--- config.mk ---
export PLATFORM = sky130hd
export DESIGN_NAME = rer_top
export DESIGN_NICKNAME = d
export VERILOG_FILES = /design/src/rer_pkg.sv /design/src/rer_pin_sync.sv /design/src/rer_top.sv
export VERILOG_INCLUDE_DIRS = /design/src
export SDC_FILE = /design/constraint.sdc
export NUM_CORES = 1
export LEC_CHECK = 0
export BUFFER_PORTS_ARGS = -buffer_cell sky130_fd_sc_hd__buf_4
export CAP_MARGIN = 20
export CORE_MARGIN = 2
export CORE_UTILIZATION = 40
export CTS_CLUSTER_DIAMETER = 200
export DETAILED_ROUTE_END_ITERATION = 8
export SLEW_MARGIN = 15
export SYNTH_ARGS = -nofsm -noshare
export SYNTH_HDL_FRONTEND = slang
export SYNTH_HIERARCHICAL = 1
export SYNTH_SLANG_ARGS = --single-unit
--- constraint.sdc ---
create_clock -name mclk -period 2.5 [get_ports mclk]
set_input_delay 0.25 -clock mclk [delete_from_list [all_inputs] [get_ports mclk]]
set_output_delay 0.25 -clock mclk [all_outputs]
set_load 0.03 [all_outputs]
--- src/rer_map.svh ---
/*
 * Register map constants of the regulator enable bank: offsets, bit positions,
 * reset values and the slot code that hands a regulator to the host.
 * Assumes inclusion by bare name from the top module.
 */
`ifndef RER_MAP_SVH
`define RER_MAP_SVH

`define RER_ENABLE_OFFSET 8'h09
`define RER_BOOST_OFFSET 8'h0A
`define RER_ENABLE_RESET 3'h0
`define RER_BOOST_RESET 8'h00
`define RER_FIRST_BIT 0
`define RER_SECOND_BIT 1
`define RER_THIRD_BIT 2
`define RER_SLOT_HOST 3'h0
`define RER_BYTE_BITS 4'h8

`endif

--- src/rer_pkg.sv ---
/*
 * Types of the regulator enable bank: serial-port states, slot carrier and
 * the state records of the synchroniser and the top module.
 * Assumes nothing beyond a SystemVerilog compiler.
 */
package rer_pkg;

	typedef enum logic [3:0] {
		RER_IDLE,
		RER_ADDR,
		RER_ADDR_ACK,
		RER_REG,
		RER_REG_ACK,
		RER_WDATA,
		RER_WDATA_ACK,
		RER_RDATA,
		RER_RACK
	} rer_i2c_state_t;

	typedef struct packed {
		logic [2:0] third_linear_reg_slot;
		logic [2:0] second_linear_reg_slot;
		logic [2:0] first_linear_reg_slot;
	} rer_slots_t;

	typedef struct packed {
		logic s1;
		logic s2;
		logic s3;
		logic q;
	} rer_sync_state_t;

	typedef struct packed {
		rer_i2c_state_t st;
		logic [3:0] cnt;
		logic [7:0] sh;
		logic [7:0] ptr;
		logic rw;
		logic nack;
		logic scl_d;
		logic sda_d;
		logic sda_oe;
		logic [2:0] enable;
		logic [7:0] boost;
		logic [2:0] lin_on;
		logic step_on;
	} rer_top_state_t;

endpackage

--- src/rer_pin_sync.sv ---
/*
 * Three-flop pin synchroniser; the output follows once stages two and three
 * agree, which also drops single-cycle glitches.
 * Assumes the pin is asynchronous to mclk.
 */
`timescale 1ns/1ps

module rer_pin_sync #(
	parameter logic RST_VAL = 1'b1
) (
	input wire logic mclk,
	input wire logic sys_rst,
	input wire logic pin_in,
	output logic pin_sync
);

	rer_pkg::rer_sync_state_t s_r;
	rer_pkg::rer_sync_state_t s_nxt;

	always_comb begin
		s_nxt = s_r;
		s_nxt.s1 = pin_in;
		s_nxt.s2 = s_r.s1;
		s_nxt.s3 = s_r.s2;
		if (s_r.s2 == s_r.s3) begin
			s_nxt.q = s_r.s3;
		end
	end

	always_ff @(posedge mclk or posedge sys_rst) begin
		if (sys_rst) begin
			s_r <= {RST_VAL, RST_VAL, RST_VAL, RST_VAL};
		end else begin
			s_r <= s_nxt;
		end
	end

	assign pin_sync = s_r.q;

endmodule

--- src/rer_top.sv ---
/*
 * Regulator enable bank: serial two-wire slave holding the regulator enable
 * and boost enable registers, and the enable outputs derived from them.
 * Assumes slot fields and sequencer requests come from logic on mclk; the
 * two-wire pins come from outside and are synchronised here.
 */
`timescale 1ns/1ps
`include "rer_map.svh"

module rer_top #(
	parameter logic [6:0] DEV_ADDR = 7'h2A
) (
	input wire logic mclk,
	input wire logic sys_rst,
	input wire logic scl_in,
	input wire logic sda_in,
	output logic sda_out,
	output logic sda_oe,
	input rer_pkg::rer_slots_t slots,
	input wire logic [2:0] seq_linear_reg_req,
	output logic [2:0] linear_reg_en,
	output logic step_up_en
);

	////////////////////////////////////////////////////////////////////////////
	// elaboration check
	generate
		if (DEV_ADDR[6:3] == 4'h0 || DEV_ADDR[6:3] == 4'hF) begin : g_bad_addr
			$error("device address lies in a reserved two-wire range");
		end
	endgenerate

	////////////////////////////////////////////////////////////////////////////
	// helpers

	// read value of a register pointer; unmapped offsets read zero
	function automatic logic [7:0] rd_reg(
		input logic [7:0] ptr,
		input logic [2:0] en,
		input logic [7:0] bst
	);
		logic [7:0] v;
		v = 8'h00;
		case (ptr)
			`RER_ENABLE_OFFSET: v = {5'h00, en};
			`RER_BOOST_OFFSET: v = bst;
			default: v = 8'h00;
		endcase
		return v;
	endfunction

	// host bit rules while slot is 000, sequencer otherwise
	function automatic logic eff_on(
		input logic [2:0] slot,
		input logic host_bit,
		input logic seq_req
	);
		return (slot == `RER_SLOT_HOST) ? host_bit : seq_req;
	endfunction

	////////////////////////////////////////////////////////////////////////////
	// pin synchronisers
	logic scl_s;
	logic sda_s;

	rer_pin_sync #(.RST_VAL(1'b1)) u_scl_sync (
		.mclk(mclk),
		.sys_rst(sys_rst),
		.pin_in(scl_in),
		.pin_sync(scl_s)
	);

	rer_pin_sync #(.RST_VAL(1'b1)) u_sda_sync (
		.mclk(mclk),
		.sys_rst(sys_rst),
		.pin_in(sda_in),
		.pin_sync(sda_s)
	);

	////////////////////////////////////////////////////////////////////////////
	// state update
	rer_pkg::rer_top_state_t s_r;
	rer_pkg::rer_top_state_t s_nxt;
	logic scl_rise;
	logic scl_fall;
	logic bus_start;
	logic bus_stop;
	logic [7:0] rd_val;

	always_comb begin
		s_nxt = s_r;
		scl_rise = scl_s & ~s_r.scl_d;
		scl_fall = ~scl_s & s_r.scl_d;
		bus_start = scl_s & s_r.scl_d & s_r.sda_d & ~sda_s;
		bus_stop = scl_s & s_r.scl_d & ~s_r.sda_d & sda_s;
		rd_val = rd_reg(s_r.ptr, s_r.enable, s_r.boost);
		s_nxt.scl_d = scl_s;
		s_nxt.sda_d = sda_s;

		if (bus_start) begin
			s_nxt.st = rer_pkg::RER_ADDR;
			s_nxt.cnt = 4'h0;
			s_nxt.sda_oe = 1'b0;
		end else if (bus_stop) begin
			s_nxt.st = rer_pkg::RER_IDLE;
			s_nxt.sda_oe = 1'b0;
		end else begin
			case (s_r.st)
				rer_pkg::RER_IDLE: begin
					s_nxt.sda_oe = 1'b0;
				end
				rer_pkg::RER_ADDR, rer_pkg::RER_REG, rer_pkg::RER_WDATA: begin
					if (scl_rise) begin
						s_nxt.sh = {s_r.sh[6:0], sda_s};
						s_nxt.cnt = s_r.cnt + 4'h1;
					end else if (scl_fall && s_r.cnt == `RER_BYTE_BITS) begin
						s_nxt.cnt = 4'h0;
						s_nxt.sda_oe = 1'b1;
						if (s_r.st == rer_pkg::RER_ADDR) begin
							if (s_r.sh[7:1] == DEV_ADDR) begin
								s_nxt.rw = s_r.sh[0];
								s_nxt.st = rer_pkg::RER_ADDR_ACK;
							end else begin
								s_nxt.sda_oe = 1'b0;
								s_nxt.st = rer_pkg::RER_IDLE;
							end
						end else if (s_r.st == rer_pkg::RER_REG) begin
							s_nxt.ptr = s_r.sh;
							s_nxt.st = rer_pkg::RER_REG_ACK;
						end else begin
							// host write of the enable or boost register, chosen by the pointer
							case (s_r.ptr)
								`RER_ENABLE_OFFSET: s_nxt.enable = s_r.sh[2:0];
								`RER_BOOST_OFFSET: s_nxt.boost = s_r.sh;
								default: s_nxt.enable = s_r.enable;
							endcase
							s_nxt.ptr = s_r.ptr + 8'h01;
							s_nxt.st = rer_pkg::RER_WDATA_ACK;
						end
					end
				end
				rer_pkg::RER_ADDR_ACK: begin
					if (scl_fall) begin
						s_nxt.cnt = 4'h0;
						if (s_r.rw) begin
							s_nxt.sh = rd_val;
							s_nxt.sda_oe = ~rd_val[7];
							s_nxt.ptr = s_r.ptr + 8'h01;
							s_nxt.st = rer_pkg::RER_RDATA;
						end else begin
							s_nxt.sda_oe = 1'b0;
							s_nxt.st = rer_pkg::RER_REG;
						end
					end
				end
				rer_pkg::RER_REG_ACK, rer_pkg::RER_WDATA_ACK: begin
					if (scl_fall) begin
						s_nxt.cnt = 4'h0;
						s_nxt.sda_oe = 1'b0;
						s_nxt.st = rer_pkg::RER_WDATA;
					end
				end
				rer_pkg::RER_RDATA: begin
					if (scl_rise) begin
						s_nxt.cnt = s_r.cnt + 4'h1;
					end else if (scl_fall) begin
						if (s_r.cnt == `RER_BYTE_BITS) begin
							s_nxt.sda_oe = 1'b0;
							s_nxt.st = rer_pkg::RER_RACK;
						end else begin
							s_nxt.sh = {s_r.sh[6:0], 1'b0};
							s_nxt.sda_oe = ~s_r.sh[6];
						end
					end
				end
				rer_pkg::RER_RACK: begin
					if (scl_rise) begin
						s_nxt.nack = sda_s;
					end else if (scl_fall) begin
						s_nxt.cnt = 4'h0;
						if (!s_r.nack) begin
							s_nxt.sh = rd_val;
							s_nxt.sda_oe = ~rd_val[7];
							s_nxt.ptr = s_r.ptr + 8'h01;
							s_nxt.st = rer_pkg::RER_RDATA;
						end else begin
							s_nxt.st = rer_pkg::RER_IDLE;
						end
					end
				end
				default: begin
					s_nxt.sda_oe = 1'b0;
					s_nxt.st = rer_pkg::RER_IDLE;
				end
			endcase
		end

		// regulator enables
		s_nxt.lin_on[`RER_THIRD_BIT] = eff_on(slots.third_linear_reg_slot,
			s_r.enable[`RER_THIRD_BIT], seq_linear_reg_req[`RER_THIRD_BIT]);
		s_nxt.lin_on[`RER_SECOND_BIT] = eff_on(slots.second_linear_reg_slot,
			s_r.enable[`RER_SECOND_BIT], seq_linear_reg_req[`RER_SECOND_BIT]);
		s_nxt.lin_on[`RER_FIRST_BIT] = eff_on(slots.first_linear_reg_slot,
			s_r.enable[`RER_FIRST_BIT], seq_linear_reg_req[`RER_FIRST_BIT]);
		s_nxt.step_on = |s_r.boost;
	end

	always_ff @(posedge mclk or posedge sys_rst) begin
		if (sys_rst) begin
			s_r <= '0;
			// pins idle high; avoids a false edge at release
			s_r.scl_d <= 1'b1;
			s_r.sda_d <= 1'b1;
			s_r.enable <= `RER_ENABLE_RESET;
			s_r.boost <= `RER_BOOST_RESET;
		end else begin
			s_r <= s_nxt;
		end
	end

	////////////////////////////////////////////////////////////////////////////
	// outputs
	assign sda_out = 1'b0;
	assign sda_oe = s_r.sda_oe;
	assign linear_reg_en = s_r.lin_on;
	assign step_up_en = s_r.step_on;

endmodule

==> metrics.txt, run 1 <==
# TYPE chip_impl_metric gauge
chip_impl_metric{name="yosys_register_bits",unit=""} 52
chip_impl_info{name="critPathLaunch",value="s_r[22]"} 1
chip_impl_metric{name="hpwlAfterDp",unit="µm"} 4730
chip_impl_info{name="synth_top_flop_cell",value="dfrtp_1"} 1
chip_impl_metric{name="cp_num_cells",unit=""} 5
chip_impl_metric{name="area_grow_syn2layout",unit="%"} 11.8
chip_impl_metric{name="clk_pin_slew_worst_paths",unit="ns"} 0.10
chip_impl_info{name="synth_commonest_cells",value="dfrtp_1 (42), o21ai_0 (27), nand2_1 (26)"} 1
chip_impl_metric{name="post_route_setup_slack",unit="ns"} 0.269
chip_impl_info{name="rsz0062_at_grt",value="no"} 1
chip_impl_info{name="run_status",value="finished, final reports clean"} 1
chip_impl_metric{name="die_width",unit="µm"} 90.3
chip_impl_metric{name="antenna_cells_inserted",unit=""} 0
chip_impl_metric{name="total_power",unit="mW"} 2.26
chip_impl_metric{name="finish.instance_area",unit="mm²"} 0.00333
chip_impl_metric{name="largest_vdd_supply_drop",unit="mV"} 0.384
chip_impl_metric{name="num-fill-cells",unit=""} 725
chip_impl_info{name="cp_top_family",value="simple AND/OR/NAND/NOR gates"} 1
chip_impl_metric{name="synth_area_per_cell",unit="µm²"} 9.39
chip_impl_info{name="worst_hold_path_class",value="input port to asynchronous set/reset pin"} 1
chip_impl_metric{name="numClockSinks",unit=""} 52
chip_impl_metric{name="dpl.cell_count",unit=""} 428
chip_impl_metric{name="globalplace.congestion",unit=""} 0.845
chip_impl_metric{name="share_of_post_route_cells_with_drive_strength_above_1",unit="%"} 22.8
chip_impl_metric{name="synth_area",unit="mm²"} 0.00298
chip_impl_metric{name="worstPathRequired",unit="ns"} 2.70
chip_impl_metric{name="num_io_pins",unit=""} 22
chip_impl_metric{name="route.layer.met1.wl",unit="µm"} 3230
chip_impl_info{name="synth_top_area_cell",value="dfrtp_1"} 1
chip_impl_metric{name="firstDrtPassIters",unit=""} 5
chip_impl_metric{name="post-synth-top-area-fraction",unit="%"} 35.3
chip_impl_info{name="root_buffer",value="clkbuf_8"} 1
chip_impl_metric{name="pwr_density_cell",unit="mW/mm²"} 679
chip_impl_metric{name="cap_viol_max_count",unit=""} 0
chip_impl_metric{name="holdWs",unit="ns"} 0.0233
chip_impl_metric{name="synth-edff-count",unit=""} 0
chip_impl_metric{name="vias",unit=""} 2448
chip_impl_metric{name="crit_arrival",unit="ns"} 2.43
chip_impl_info{name="crit_path_top_delay_cell",value="or4b_1"} 1
chip_impl_metric{name="area_occupied_by_registers",unit="mm²"} 0.00131
chip_impl_info{name="ys_top_cells_by_area",value="dfrtp_1 (35%), dfstp_2 (8.8%), mux2_2 (6.4%)"} 1
chip_impl_metric{name="dpl-instance-area",unit="mm²"} 0.00322
chip_impl_metric{name="yosys_warnings",unit=""} 6
chip_impl_metric{name="critPathBufInv",unit=""} 0
chip_impl_info{name="worstSetupEndpointType",value="flop"} 1
chip_impl_metric{name="antenna_found_initial",unit=""} 0
chip_impl_metric{name="holdBufCountCts",unit=""} 0
chip_impl_metric{name="seq_area_frac_synth",unit="%"} 44.1
chip_impl_info{name="critical_path.startpoint_type",value="flop"} 1
chip_impl_metric{name="max-slew-margin-rel",unit="%"} 38.0
chip_impl_metric{name="timing.final.hold_violations",unit=""} 0
chip_impl_metric{name="worst-slew-pin-transition",unit="ns"} 0.929
chip_impl_metric{name="cpPeakStageDelay",unit="ns"} 0.56
chip_impl_metric{name="detail-route-antenna-nets",unit=""} 0
chip_impl_info{name="synth_most_common_cell",value="dfrtp_1"} 1
chip_impl_metric{name="syn-instance-count",unit=""} 317
chip_impl_metric{name="route.detailed.vias_per_inst",unit=""} 5.61
chip_impl_metric{name="placementRows",unit=""} 31
chip_impl_metric{name="core_occupancy_in_the_finished_layout",unit="%"} 46.1
chip_impl_metric{name="top_fanout_value_on_the_critical_path",unit=""} 8
chip_impl_metric{name="cts-root-to-sink-buffers",unit=""} 2
chip_impl_metric{name="remaining_drc_errors",unit=""} 0
chip_impl_metric{name="finalMaxSlewViolations",unit=""} 0
chip_impl_metric{name="wl_per_cell",unit="µm"} 15.1
chip_impl_metric{name="finalNetCount",unit=""} 357
chip_impl_info{name="tritoncts_clock_tree",value="done"} 1
chip_impl_metric{name="final_cycle_utilization_of_the_critical_path",unit="%"} 89.3
chip_impl_metric{name="initial_utilization",unit="%"} 41.3
chip_impl_info{name="maxUsedRoutingLayer",value="met4"} 1
chip_impl_metric{name="grt-ovfl-total",unit=""} 0
chip_impl_metric{name="grt_pass1_vias",unit=""} 2416
chip_impl_metric{name="grt_pass1_wl",unit="µm"} 11400
chip_impl_metric{name="synthArstFlopShare",unit="%"} 100
chip_impl_metric{name="ff2ff_setup_slack",unit="ns"} 0.27
chip_impl_metric{name="report.final.setup_viol",unit=""} 0
chip_impl_info{name="crit_path_capture",value="s_r[7]"} 1
chip_impl_metric{name="stdcell_count",unit=""} 436
chip_impl_metric{name="dpl_worst_slack",unit="ns"} 0.253
chip_impl_info{name="critPathKind",value="flop to flop"} 1
chip_impl_metric{name="cts.repair.resized",unit=""} 0
chip_impl_metric{name="totalWireLength",unit="µm"} 6590
chip_impl_metric{name="ctsHtreeMaxLevel",unit=""} 2
chip_impl_metric{name="numPortBuffers",unit=""} 20
chip_impl_info{name="worst_r2r_endpoint",value="s_r[7]"} 1
chip_impl_metric{name="static-leakage-power",unit="nW"} 1.44
chip_impl_metric{name="ys_types",unit=""} 60
chip_impl_metric{name="cts_made_buffers",unit=""} 5
chip_impl_metric{name="met3_wirelength",unit="µm"} 212
chip_impl_metric{name="die_ht",unit="µm"} 90.3
chip_impl_metric{name="synthesis.nets",unit=""} 338
chip_impl_metric{name="timing.final.crit_period",unit="ns"} 2.23
chip_impl_metric{name="worst_skew_pair.late_latency",unit="ns"} 0.31
chip_impl_metric{name="multi_input_area",unit="mm²"} 0.00149
chip_impl_metric{name="initialDrtViolationCount",unit=""} 133
chip_impl_metric{name="floorplan_core_area",unit="mm²"} 0.00721
chip_impl_metric{name="grt_start_max_net_pins",unit=""} 45
chip_impl_metric{name="grt.total_usage",unit="%"} 17.0
chip_impl_info{name="worstReg2RegStart",value="s_r[22]"} 1
chip_impl_metric{name="die_area",unit="mm²"} 0.00815
chip_impl_metric{name="ff2ff_path_depth",unit=""} 5
chip_impl_info{name="timing.critical_path.cells",value="or4b_1 > nor3_2 > and2_1 > nand3_4 > mux2_2"} 1
chip_impl_metric{name="fmaxAchievable",unit="MHz"} 448
chip_impl_metric{name="met2WireLength",unit="µm"} 3050
chip_impl_metric{name="finClkSkew",unit="ns"} 0.00509
chip_impl_metric{name="totalNegativeSetupSlack",unit="ns"} 0
chip_impl_metric{name="post-cts-setup-buffer-count",unit=""} 0
## cell families after synthesis
| logic type | count (synthesis) | synth area share [%] |
|---|---|---|
| flip-flops | 52 | 44.1 |
| AND/OR/NAND/NOR | 106 | 18.5 |
| AO/OA/AOI/OAI | 95 | 20.6 |
| adder cells (fa/ha/maj) | 7 | 2.86 |
| buffers and inverters | 34 | 5.76 |
| other | 1 | 0.126 |
| multiplexers | 19 | 7.10 |
| XOR/XNOR | 3 | 0.883 |
## power by group
group          internal, mW  switching, mW
sequential            0.958          0.183
clock                 0.263          0.291
combinational         0.260          0.304
## layout make-up
type	count	share of cell area, %
clock buffer	7	2.93
inverter	14	1.58
tap	99	3.72
clock inverter	1	0.263
timing repair buffer	32	7.22
sequential	52	39.5
multi-input combinational	231	44.8
## worst min path at each step
stage	slack (ns)	end	startpoint	cells past startpoint
floorplan	0.21	u_scl_sync/pin_sync	sys_rst	1
global route	0.03	u_sda_sync/s_nxt[2]	sda_in	1
CTS	0.02	u_sda_sync/s_r[1]	sys_rst	2
detailed placement	0.35	u_scl_sync/s_nxt[1]	u_scl_sync/s_nxt[2]	0
finish	0.02	u_sda_sync/s_r[1]	sys_rst	2
global placement	0.35	u_scl_sync/s_nxt[1]	u_scl_sync/s_nxt[2]	0
## cells in the final DEF, fill, tap and decap left out, types with 3 or more instances in the layout
cell	instances
a21oi_1	22
a22oi_1	5
a31oi_1	9
buf_4	32
clkbuf_8	5
dfrtp_1	42
dfstp_2	10
ha_1	5
inv_1	13
mux2_2	17
nand2_1	26
nand2b_1	8
nand3_1	14
nor2_1	24
nor2b_1	5
nor3_1	6
o211ai_1	3
o21a_1	4
o21ai_0	27
o31ai_1	3
o32ai_1	4
## registers in the layout, summed over array words and instances (netlist names)
register             count
linear_reg_en            3
s_r                     39
sda_oe                   1
step_up_en               1
u_scl_sync/pin_sync      1
u_scl_sync/s_nxt         2
u_scl_sync/s_r           1
u_sda_sync/pin_sync      1
u_sda_sync/s_nxt         2
u_sda_sync/s_r           1
## per-layer routing
metal | vias to the layer above | track usage, %
met1 | 1206 | 23.5
met2 | 44 | 27.2
met5 | - | 0
li1 | 1190 | -
met3 | 8 | 2.67
met4 | 0 | 5.77
Power figures use the tool's default switching activity.
==> run 2, diff against run 1 <==
--- a/config.mk
+++ b/config.mk
@@ -9,9 +9,10 @@
 export BUFFER_PORTS_ARGS = -buffer_cell sky130_fd_sc_hd__buf_4
 export CAP_MARGIN = 20
 export CORE_MARGIN = 2
-export CORE_UTILIZATION = 40
+export CORE_UTILIZATION = 60
 export CTS_CLUSTER_DIAMETER = 200
 export DETAILED_ROUTE_END_ITERATION = 8
+export PLACE_DENSITY = 0.79
 export SLEW_MARGIN = 15
 export SYNTH_ARGS = -nofsm -noshare
 export SYNTH_HDL_FRONTEND = slang
==> run 2 against run 1 <==
Net effect: design area fell by 1.2%; sequential share of layout area rose by 0.47 points; routed wire length fell by 4.4%; clock power fell by 14%; critical path type unchanged; largest cell class unchanged; largest power group unchanged.
==> metrics.txt, run 2 (synthesized netlist as in run 1, its figures left out) <==
# TYPE chip_impl_metric gauge
chip_impl_metric{name="vias",unit=""} 2449
chip_impl_metric{name="crit_arrival",unit="ns"} 2.38
chip_impl_metric{name="report.final.setup_viol",unit=""} 0
chip_impl_metric{name="antenna_cells_inserted",unit=""} 0
chip_impl_metric{name="grt_start_max_net_pins",unit=""} 45
chip_impl_info{name="largest_register",value="s_r"} 1
chip_impl_metric{name="core_occupancy_in_the_finished_layout",unit="%"} 69.2
chip_impl_metric{name="static-leakage-power",unit="nW"} 1.45
chip_impl_metric{name="max-slew-margin-rel",unit="%"} 63.7
chip_impl_info{name="root_buffer",value="clkbuf_8"} 1
chip_impl_info{name="critPathLaunch",value="s_r[22]"} 1
chip_impl_metric{name="clk_pin_slew_worst_paths",unit="ns"} 0.10
chip_impl_metric{name="finalNetCount",unit=""} 360
chip_impl_info{name="run_status",value="finished, final reports clean"} 1
chip_impl_metric{name="initialDrtViolationCount",unit=""} 180
chip_impl_info{name="worst_hold_path_class",value="input port to asynchronous set/reset pin"} 1
chip_impl_metric{name="num_io_pins",unit=""} 22
chip_impl_info{name="rsz0062_at_grt",value="no"} 1
chip_impl_metric{name="antenna_found_initial",unit=""} 0
chip_impl_metric{name="remaining_drc_errors",unit=""} 0
chip_impl_metric{name="floorplan_core_area",unit="mm²"} 0.00475
chip_impl_metric{name="initial_utilization",unit="%"} 62.6
chip_impl_metric{name="grt.total_usage",unit="%"} 25.5
chip_impl_info{name="critPathKind",value="flop to flop"} 1
chip_impl_info{name="critical_path.startpoint_type",value="flop"} 1
chip_impl_metric{name="die_ht",unit="µm"} 74.4
chip_impl_metric{name="worst_skew_pair.late_latency",unit="ns"} 0.31
chip_impl_metric{name="wl_per_cell",unit="µm"} 15.5
chip_impl_metric{name="num-fill-cells",unit=""} 375
chip_impl_metric{name="holdBufCountCts",unit=""} 0
chip_impl_metric{name="largest_vdd_supply_drop",unit="mV"} 0.494
chip_impl_metric{name="firstDrtPassIters",unit=""} 5
chip_impl_metric{name="finalMaxSlewViolations",unit=""} 0
chip_impl_metric{name="route.detailed.vias_per_inst",unit=""} 6.02
chip_impl_metric{name="share_of_post_route_cells_with_drive_strength_above_1",unit="%"} 22.9
chip_impl_metric{name="fmaxAchievable",unit="MHz"} 457
chip_impl_info{name="worstSetupEndpointType",value="flop"} 1
chip_impl_info{name="final_cell_mix",value="dfrtp_1 (42), buf_4 (35), o21ai_0 (27), nand2_1 (26), nor2_1 (24)"} 1
chip_impl_metric{name="totalWireLength",unit="µm"} 6300
chip_impl_metric{name="power_report.internal_total",unit="mW"} 1.41
chip_impl_metric{name="worstPathRequired",unit="ns"} 2.69
chip_impl_metric{name="hpwlAfterDp",unit="µm"} 4660
chip_impl_metric{name="die_area",unit="mm²"} 0.00554
chip_impl_metric{name="final_cycle_utilization_of_the_critical_path",unit="%"} 87.4
chip_impl_metric{name="die_width",unit="µm"} 74.4
chip_impl_metric{name="grt_pass1_wl",unit="µm"} 10900
chip_impl_metric{name="numClockSinks",unit=""} 52
chip_impl_metric{name="numPortBuffers",unit=""} 20
chip_impl_metric{name="grt-ovfl-total",unit=""} 0
chip_impl_metric{name="holdWs",unit="ns"} 0.0116
chip_impl_info{name="crit_path_capture",value="s_r[8]"} 1
chip_impl_metric{name="totalNegativeSetupSlack",unit="ns"} 0
chip_impl_metric{name="area_grow_syn2layout",unit="%"} 10.5
chip_impl_metric{name="top_fanout_value_on_the_critical_path",unit=""} 8
chip_impl_metric{name="globalplace.congestion",unit=""} 0.978
chip_impl_metric{name="timing.final.crit_period",unit="ns"} 2.19
chip_impl_metric{name="detail-route-antenna-nets",unit=""} 0
chip_impl_info{name="layout_commonest_cell",value="dfrtp_1"} 1
chip_impl_metric{name="grt_pass1_vias",unit=""} 2304
chip_impl_metric{name="placementRows",unit=""} 25
chip_impl_metric{name="post-cts-setup-buffer-count",unit=""} 0
chip_impl_metric{name="finClkSkew",unit="ns"} 0.0105
chip_impl_metric{name="cts_made_buffers",unit=""} 5
chip_impl_metric{name="cts.repair.resized",unit=""} 0
chip_impl_metric{name="ctsHtreeMaxLevel",unit=""} 2
chip_impl_metric{name="pwr_density_cell",unit="mW/mm²"} 660
chip_impl_metric{name="cts-root-to-sink-buffers",unit=""} 2
chip_impl_metric{name="largest_register_ff_count",unit=""} 39
chip_impl_info{name="worst_r2r_endpoint",value="s_r[8]"} 1
chip_impl_metric{name="worst-slew-pin-transition",unit="ns"} 0.545
chip_impl_metric{name="timing.final.hold_violations",unit=""} 0
chip_impl_info{name="tritoncts_clock_tree",value="done"} 1
chip_impl_metric{name="power.share.switching",unit="%"} 35.0
chip_impl_metric{name="seq_power_share",unit="%"} 52.5
chip_impl_metric{name="cap_viol_max_count",unit=""} 0
chip_impl_metric{name="total_power",unit="mW"} 2.17
chip_impl_metric{name="power_frac_comb",unit="%"} 25.5
chip_impl_metric{name="clock_power_share",unit="%"} 21.9
chip_impl_metric{name="ff2ff_path_depth",unit=""} 5
chip_impl_metric{name="ff2ff_setup_slack",unit="ns"} 0.31
chip_impl_metric{name="p_sw",unit="mW"} 0.759
chip_impl_info{name="worstReg2RegStart",value="s_r[22]"} 1
[run 2: cell count changes in the layout (fill, tap and decap cells not counted)]
cell | previous run | this run
buf_4 | 32 | 35
clkbuf_1 | 1 | 2
clkbuf_16 | 1 | 0
clkinv_1 | 0 | 1
clkinv_4 | 0 | 1
inv_2 | 1 | 0
inv_6 | 1 | 0
[run 2: power by group through the flow]
| stage | Clock [mW] | Sequential [mW] | Combinational [mW] |
|---|---|---|---|
| 2_1_floorplan | 0 | 1.08 | 0.440 |
| 3_3_place_gp | 0 | 1.15 | 0.538 |
| 3_5_place_dp | 0 | 1.15 | 0.551 |
| 4_1_cts | 0.492 | 1.13 | 0.555 |
| 5_1_grt | 0.524 | 1.16 | 0.624 |
| 6_report | 0.476 | 1.14 | 0.554 |
[run 2: layer usage]
layer / up-vias / wire, µm / GRT usage (%)
met5: - / 0 / 0
met4: 0 / 61 / 6.35
met3: 7 / 329 / 3.79
met2: 75 / 2820 / 37.6
met1: 1174 / 3090 / 39.5
li1: 1193 / - / -
[run 2: final cells by class]
class / instances / area [µm²] / area share (%)
clock buffers: 7 / 76.3 / 2.32
clock inverters: 1 / 8.76 / 0.266
inverters: 14 / 52.6 / 1.60
multi-input cells: 231 / 1490 / 45.3
flip-flops and latches: 52 / 1310 / 39.9
well taps: 67 / 83.8 / 2.55
repair buffers: 35 / 263 / 7.99
[run 2: critical path, cell delays in order (launching register included)]
cell     delay (ns)
dfrtp_1        0.46
or4b_1         0.56
nor3_2         0.23
and2_1         0.34
nand3_4        0.18
mux2_2         0.31
[run 2: per-stage QoR]
step	setup WS (ns)	std cells	cell area (µm²)
6_report	0.314	407	3290
5_1_grt	0.220	407	3290
4_1_cts	0.331	407	3290
3_5_place_dp	0.363	399	3200
3_3_place_gp	0.405	399	3200
2_1_floorplan	0.473	317	2980
[run 2: worst min path at each step]
stage,endpoint,cells after the start
3_5_place_dp,u_sda_sync/s_r[1],2
6_report,u_sda_sync/s_nxt[1],2
4_1_cts,u_sda_sync/s_nxt[1],2
3_3_place_gp,u_sda_sync/pin_sync,2
2_1_floorplan,u_scl_sync/pin_sync,1
5_1_grt,u_scl_sync/s_nxt[2],1
==> run 3, diff against run 2 <==
--- a/config.mk
+++ b/config.mk
@@ -10,6 +10,7 @@
 export CAP_MARGIN = 20
 export CORE_MARGIN = 2
 export CORE_UTILIZATION = 60
+export CTS_BUF_LIST = sky130_fd_sc_hd__clkbuf_2
 export CTS_CLUSTER_DIAMETER = 200
 export DETAILED_ROUTE_END_ITERATION = 8
 export PLACE_DENSITY = 0.79
==> run 3 against run 2 <==
Net effect: clock skew grew 0.033 ns; worst hold slack gained 0.13 ns; critical path depth is the same; die area is the same; core utilization grew 0.39 points; sequential power is essentially flat; maximum frequency shrank 0.33%; global-route usage grew 0.23 points; sequential share of layout area shrank 0.23 points; cell count grew 1.5%; non-clock buffer count grew 6; critical path type unchanged; critical endpoint is now s_r[7].
==> metrics.txt, run 3 (synthesized netlist as in run 1, its figures left out) <==
# TYPE chip_impl_metric gauge
chip_impl_metric{name="largest_register_ff_count",unit=""} 39
chip_impl_metric{name="max-slew-margin-rel",unit="%"} 63.6
chip_impl_metric{name="ctsHtreeMaxLevel",unit=""} 2
chip_impl_info{name="cp_top_family",value="simple AND/OR/NAND/NOR gates"} 1
chip_impl_info{name="worst_hold_path_class",value="input port to flop"} 1
chip_impl_metric{name="placementRows",unit=""} 25
chip_impl_metric{name="cts-root-to-sink-buffers",unit=""} 2
chip_impl_info{name="worst_r2r_endpoint",value="s_r[7]"} 1
chip_impl_info{name="run_status",value="finished, final reports clean"} 1
chip_impl_metric{name="area_grow_syn2layout",unit="%"} 11.1
chip_impl_metric{name="grt.total_usage",unit="%"} 25.7
chip_impl_metric{name="post-cts-setup-buffer-count",unit=""} 0
chip_impl_metric{name="grt_start_max_net_pins",unit=""} 45
chip_impl_metric{name="hpwlAfterDp",unit="µm"} 4660
chip_impl_metric{name="static-leakage-power",unit="nW"} 1.46
chip_impl_metric{name="vias",unit=""} 2503
chip_impl_info{name="timing.hold.worst.start",value="slots[2]"} 1
chip_impl_metric{name="largest_vdd_supply_drop",unit="mV"} 0.471
chip_impl_metric{name="worst-slew-pin-transition",unit="ns"} 0.545
chip_impl_metric{name="finClkSkew",unit="ns"} 0.0435
chip_impl_info{name="critPathKind",value="flop to flop"} 1
chip_impl_metric{name="globalplace.congestion",unit=""} 0.978
chip_impl_metric{name="cap_viol_max_count",unit=""} 0
chip_impl_info{name="timing.critical_path.cells",value="or4b_1 > nor3_2 > and2_1 > nand3_4 > mux2_2"} 1
chip_impl_metric{name="detail-route-antenna-nets",unit=""} 0
chip_impl_metric{name="pwr_density_cell",unit="mW/mm²"} 620
chip_impl_metric{name="totalWireLength",unit="µm"} 6370
chip_impl_metric{name="antenna_cells_inserted",unit=""} 0
chip_impl_metric{name="route.detailed.vias_per_inst",unit=""} 6.06
chip_impl_metric{name="antenna_found_initial",unit=""} 0
chip_impl_metric{name="initialDrtViolationCount",unit=""} 177
chip_impl_metric{name="grt_pass1_wl",unit="µm"} 11000
chip_impl_metric{name="numPortBuffers",unit=""} 20
chip_impl_metric{name="ff2ff_path_depth",unit=""} 5
chip_impl_metric{name="worst_hold_path.num_cells",unit=""} 3
chip_impl_metric{name="top_fanout_value_on_the_critical_path",unit=""} 8
chip_impl_metric{name="clk_pin_slew_worst_paths",unit="ns"} 0.25
chip_impl_info{name="tritoncts_clock_tree",value="done"} 1
chip_impl_metric{name="worstPathRequired",unit="ns"} 2.86
chip_impl_metric{name="final_cycle_utilization_of_the_critical_path",unit="%"} 87.7
chip_impl_metric{name="die_width",unit="µm"} 74.4
chip_impl_metric{name="share_of_post_route_cells_with_drive_strength_above_1",unit="%"} 23.1
chip_impl_metric{name="die_area",unit="mm²"} 0.00554
chip_impl_info{name="largest_register",value="s_r"} 1
chip_impl_metric{name="finalMaxSlewViolations",unit=""} 0
chip_impl_metric{name="multi_input_area",unit="mm²"} 0.00149
chip_impl_metric{name="floorplan_core_area",unit="mm²"} 0.00475
chip_impl_metric{name="total_power",unit="mW"} 2.05
chip_impl_metric{name="timing.final.hold_violations",unit=""} 0
chip_impl_info{name="worstReg2RegStart",value="s_r[22]"} 1
chip_impl_metric{name="cpPeakStageDelay",unit="ns"} 0.56
chip_impl_metric{name="ff2ff_setup_slack",unit="ns"} 0.31
chip_impl_info{name="timing.hold.worst_endpoint",value="linear_reg_en[0]"} 1
chip_impl_metric{name="worst_skew_pair.late_latency",unit="ns"} 0.46
chip_impl_info{name="critical_path.startpoint_type",value="flop"} 1
chip_impl_metric{name="cts_made_buffers",unit=""} 5
chip_impl_metric{name="numClockSinks",unit=""} 52
chip_impl_metric{name="stdcell_count",unit=""} 413
chip_impl_info{name="final_cell_mix",value="dfrtp_1 (42), buf_4 (35), o21ai_0 (27), nand2_1 (26), nor2_1 (24)"} 1
chip_impl_metric{name="finalNetCount",unit=""} 366
chip_impl_metric{name="critPathBufInv",unit=""} 0
chip_impl_metric{name="fmaxAchievable",unit="MHz"} 456
chip_impl_metric{name="wl_per_cell",unit="µm"} 15.4
chip_impl_metric{name="report.final.setup_viol",unit=""} 0
chip_impl_metric{name="remaining_drc_errors",unit=""} 0
chip_impl_metric{name="timing.final.crit_period",unit="ns"} 2.19
chip_impl_info{name="worstSetupEndpointType",value="flop"} 1
chip_impl_info{name="layout_commonest_cell",value="dfrtp_1"} 1
chip_impl_metric{name="dpl.cell_count",unit=""} 399
chip_impl_metric{name="die_ht",unit="µm"} 74.4
chip_impl_metric{name="initial_utilization",unit="%"} 62.6
chip_impl_metric{name="holdWs",unit="ns"} 0.138
chip_impl_metric{name="crit_arrival",unit="ns"} 2.55
chip_impl_metric{name="num_io_pins",unit=""} 22
chip_impl_metric{name="core_occupancy_in_the_finished_layout",unit="%"} 69.6
chip_impl_metric{name="area_occupied_by_registers",unit="mm²"} 0.00131
chip_impl_info{name="crit_path_top_delay_cell",value="or4b_1"} 1
chip_impl_info{name="root_buffer",value="clkbuf_2"} 1
chip_impl_metric{name="num-fill-cells",unit=""} 369
chip_impl_metric{name="grt_pass1_vias",unit=""} 2340
chip_impl_metric{name="totalNegativeSetupSlack",unit="ns"} 0
chip_impl_info{name="rsz0062_at_grt",value="no"} 1
chip_impl_metric{name="firstDrtPassIters",unit=""} 5
chip_impl_metric{name="grt-ovfl-total",unit=""} 0
-- run 3: changes by cell type in the layout (fill, tap and decap cells not counted), sizes merged --
| cell | previous run | this run |
|---|---|---|
| dlygate4sd3 | 0 | 6 |
-- run 3: worst max path at each step --
stage	start	end	slack, ns	depth (start not counted)
floorplan	s_r[36]	s_r[12]	0.47	7
global placement	s_r[41]	s_r[38]	0.40	7
detailed placement	s_r[22]	s_r[8]	0.36	5
CTS	s_r[22]	s_r[8]	0.33	5
global route	s_r[41]	s_r[38]	0.19	7
finish	s_r[22]	s_r[7]	0.31	5
-- run 3: per-stage QoR --
step | instance area (µm²) | worst slack (ns)
after floorplan | 2980 | 0.473
after global placement | 3200 | 0.405
after detailed placement | 3200 | 0.363
after CTS | 3280 | 0.327
after global routing | 3310 | 0.195
final | 3310 | 0.307
-- run 3: final cells by class --
| class | count | area share [%] |
|---|---|---|
| Tap cell | 67 | 2.53 |
| Inverter | 14 | 1.59 |
| Clock inverter | 1 | 0.265 |
| Sequential cell | 52 | 39.7 |
| Timing Repair Buffer | 41 | 9.76 |
| Multi-Input combinational cell | 231 | 45.1 |
| Clock buffer | 7 | 1.06 |
-- run 3: worst min-delay path: cells and delay by family --
kind | cells | cell delay (ns)
buf+inv | 1 | 0.07
mux | 1 | 0.20
simple gates | 1 | 0.04
-- run 3: repair_timing --
item                       in CTS  in global routing
hold endpoints to repair       52                  3
hold buffers                    3                  3
gates resized for setup         0                  0
setup endpoints to repair       0                  0
-- run 3: per-layer routing --
layer	global-route usage (%)	vias up	routed length, µm
met2	38.4	82	2940
met4	6.55	0	66
met1	39.3	1211	3040
met3	3.79	7	322
li1	-	1203	-
met5	0	-	0
-- run 3: where the power goes --
part / internal, mW / leakage [nW] / switching [mW] / total [mW]
Sequential: 0.959 / 0.665 / 0.182 / 1.14
Clock: 0.0802 / 0.0332 / 0.268 / 0.348
Combinational: 0.260 / 0.764 / 0.304 / 0.564
Total: 1.30 / 1.46 / 0.754 / 2.05
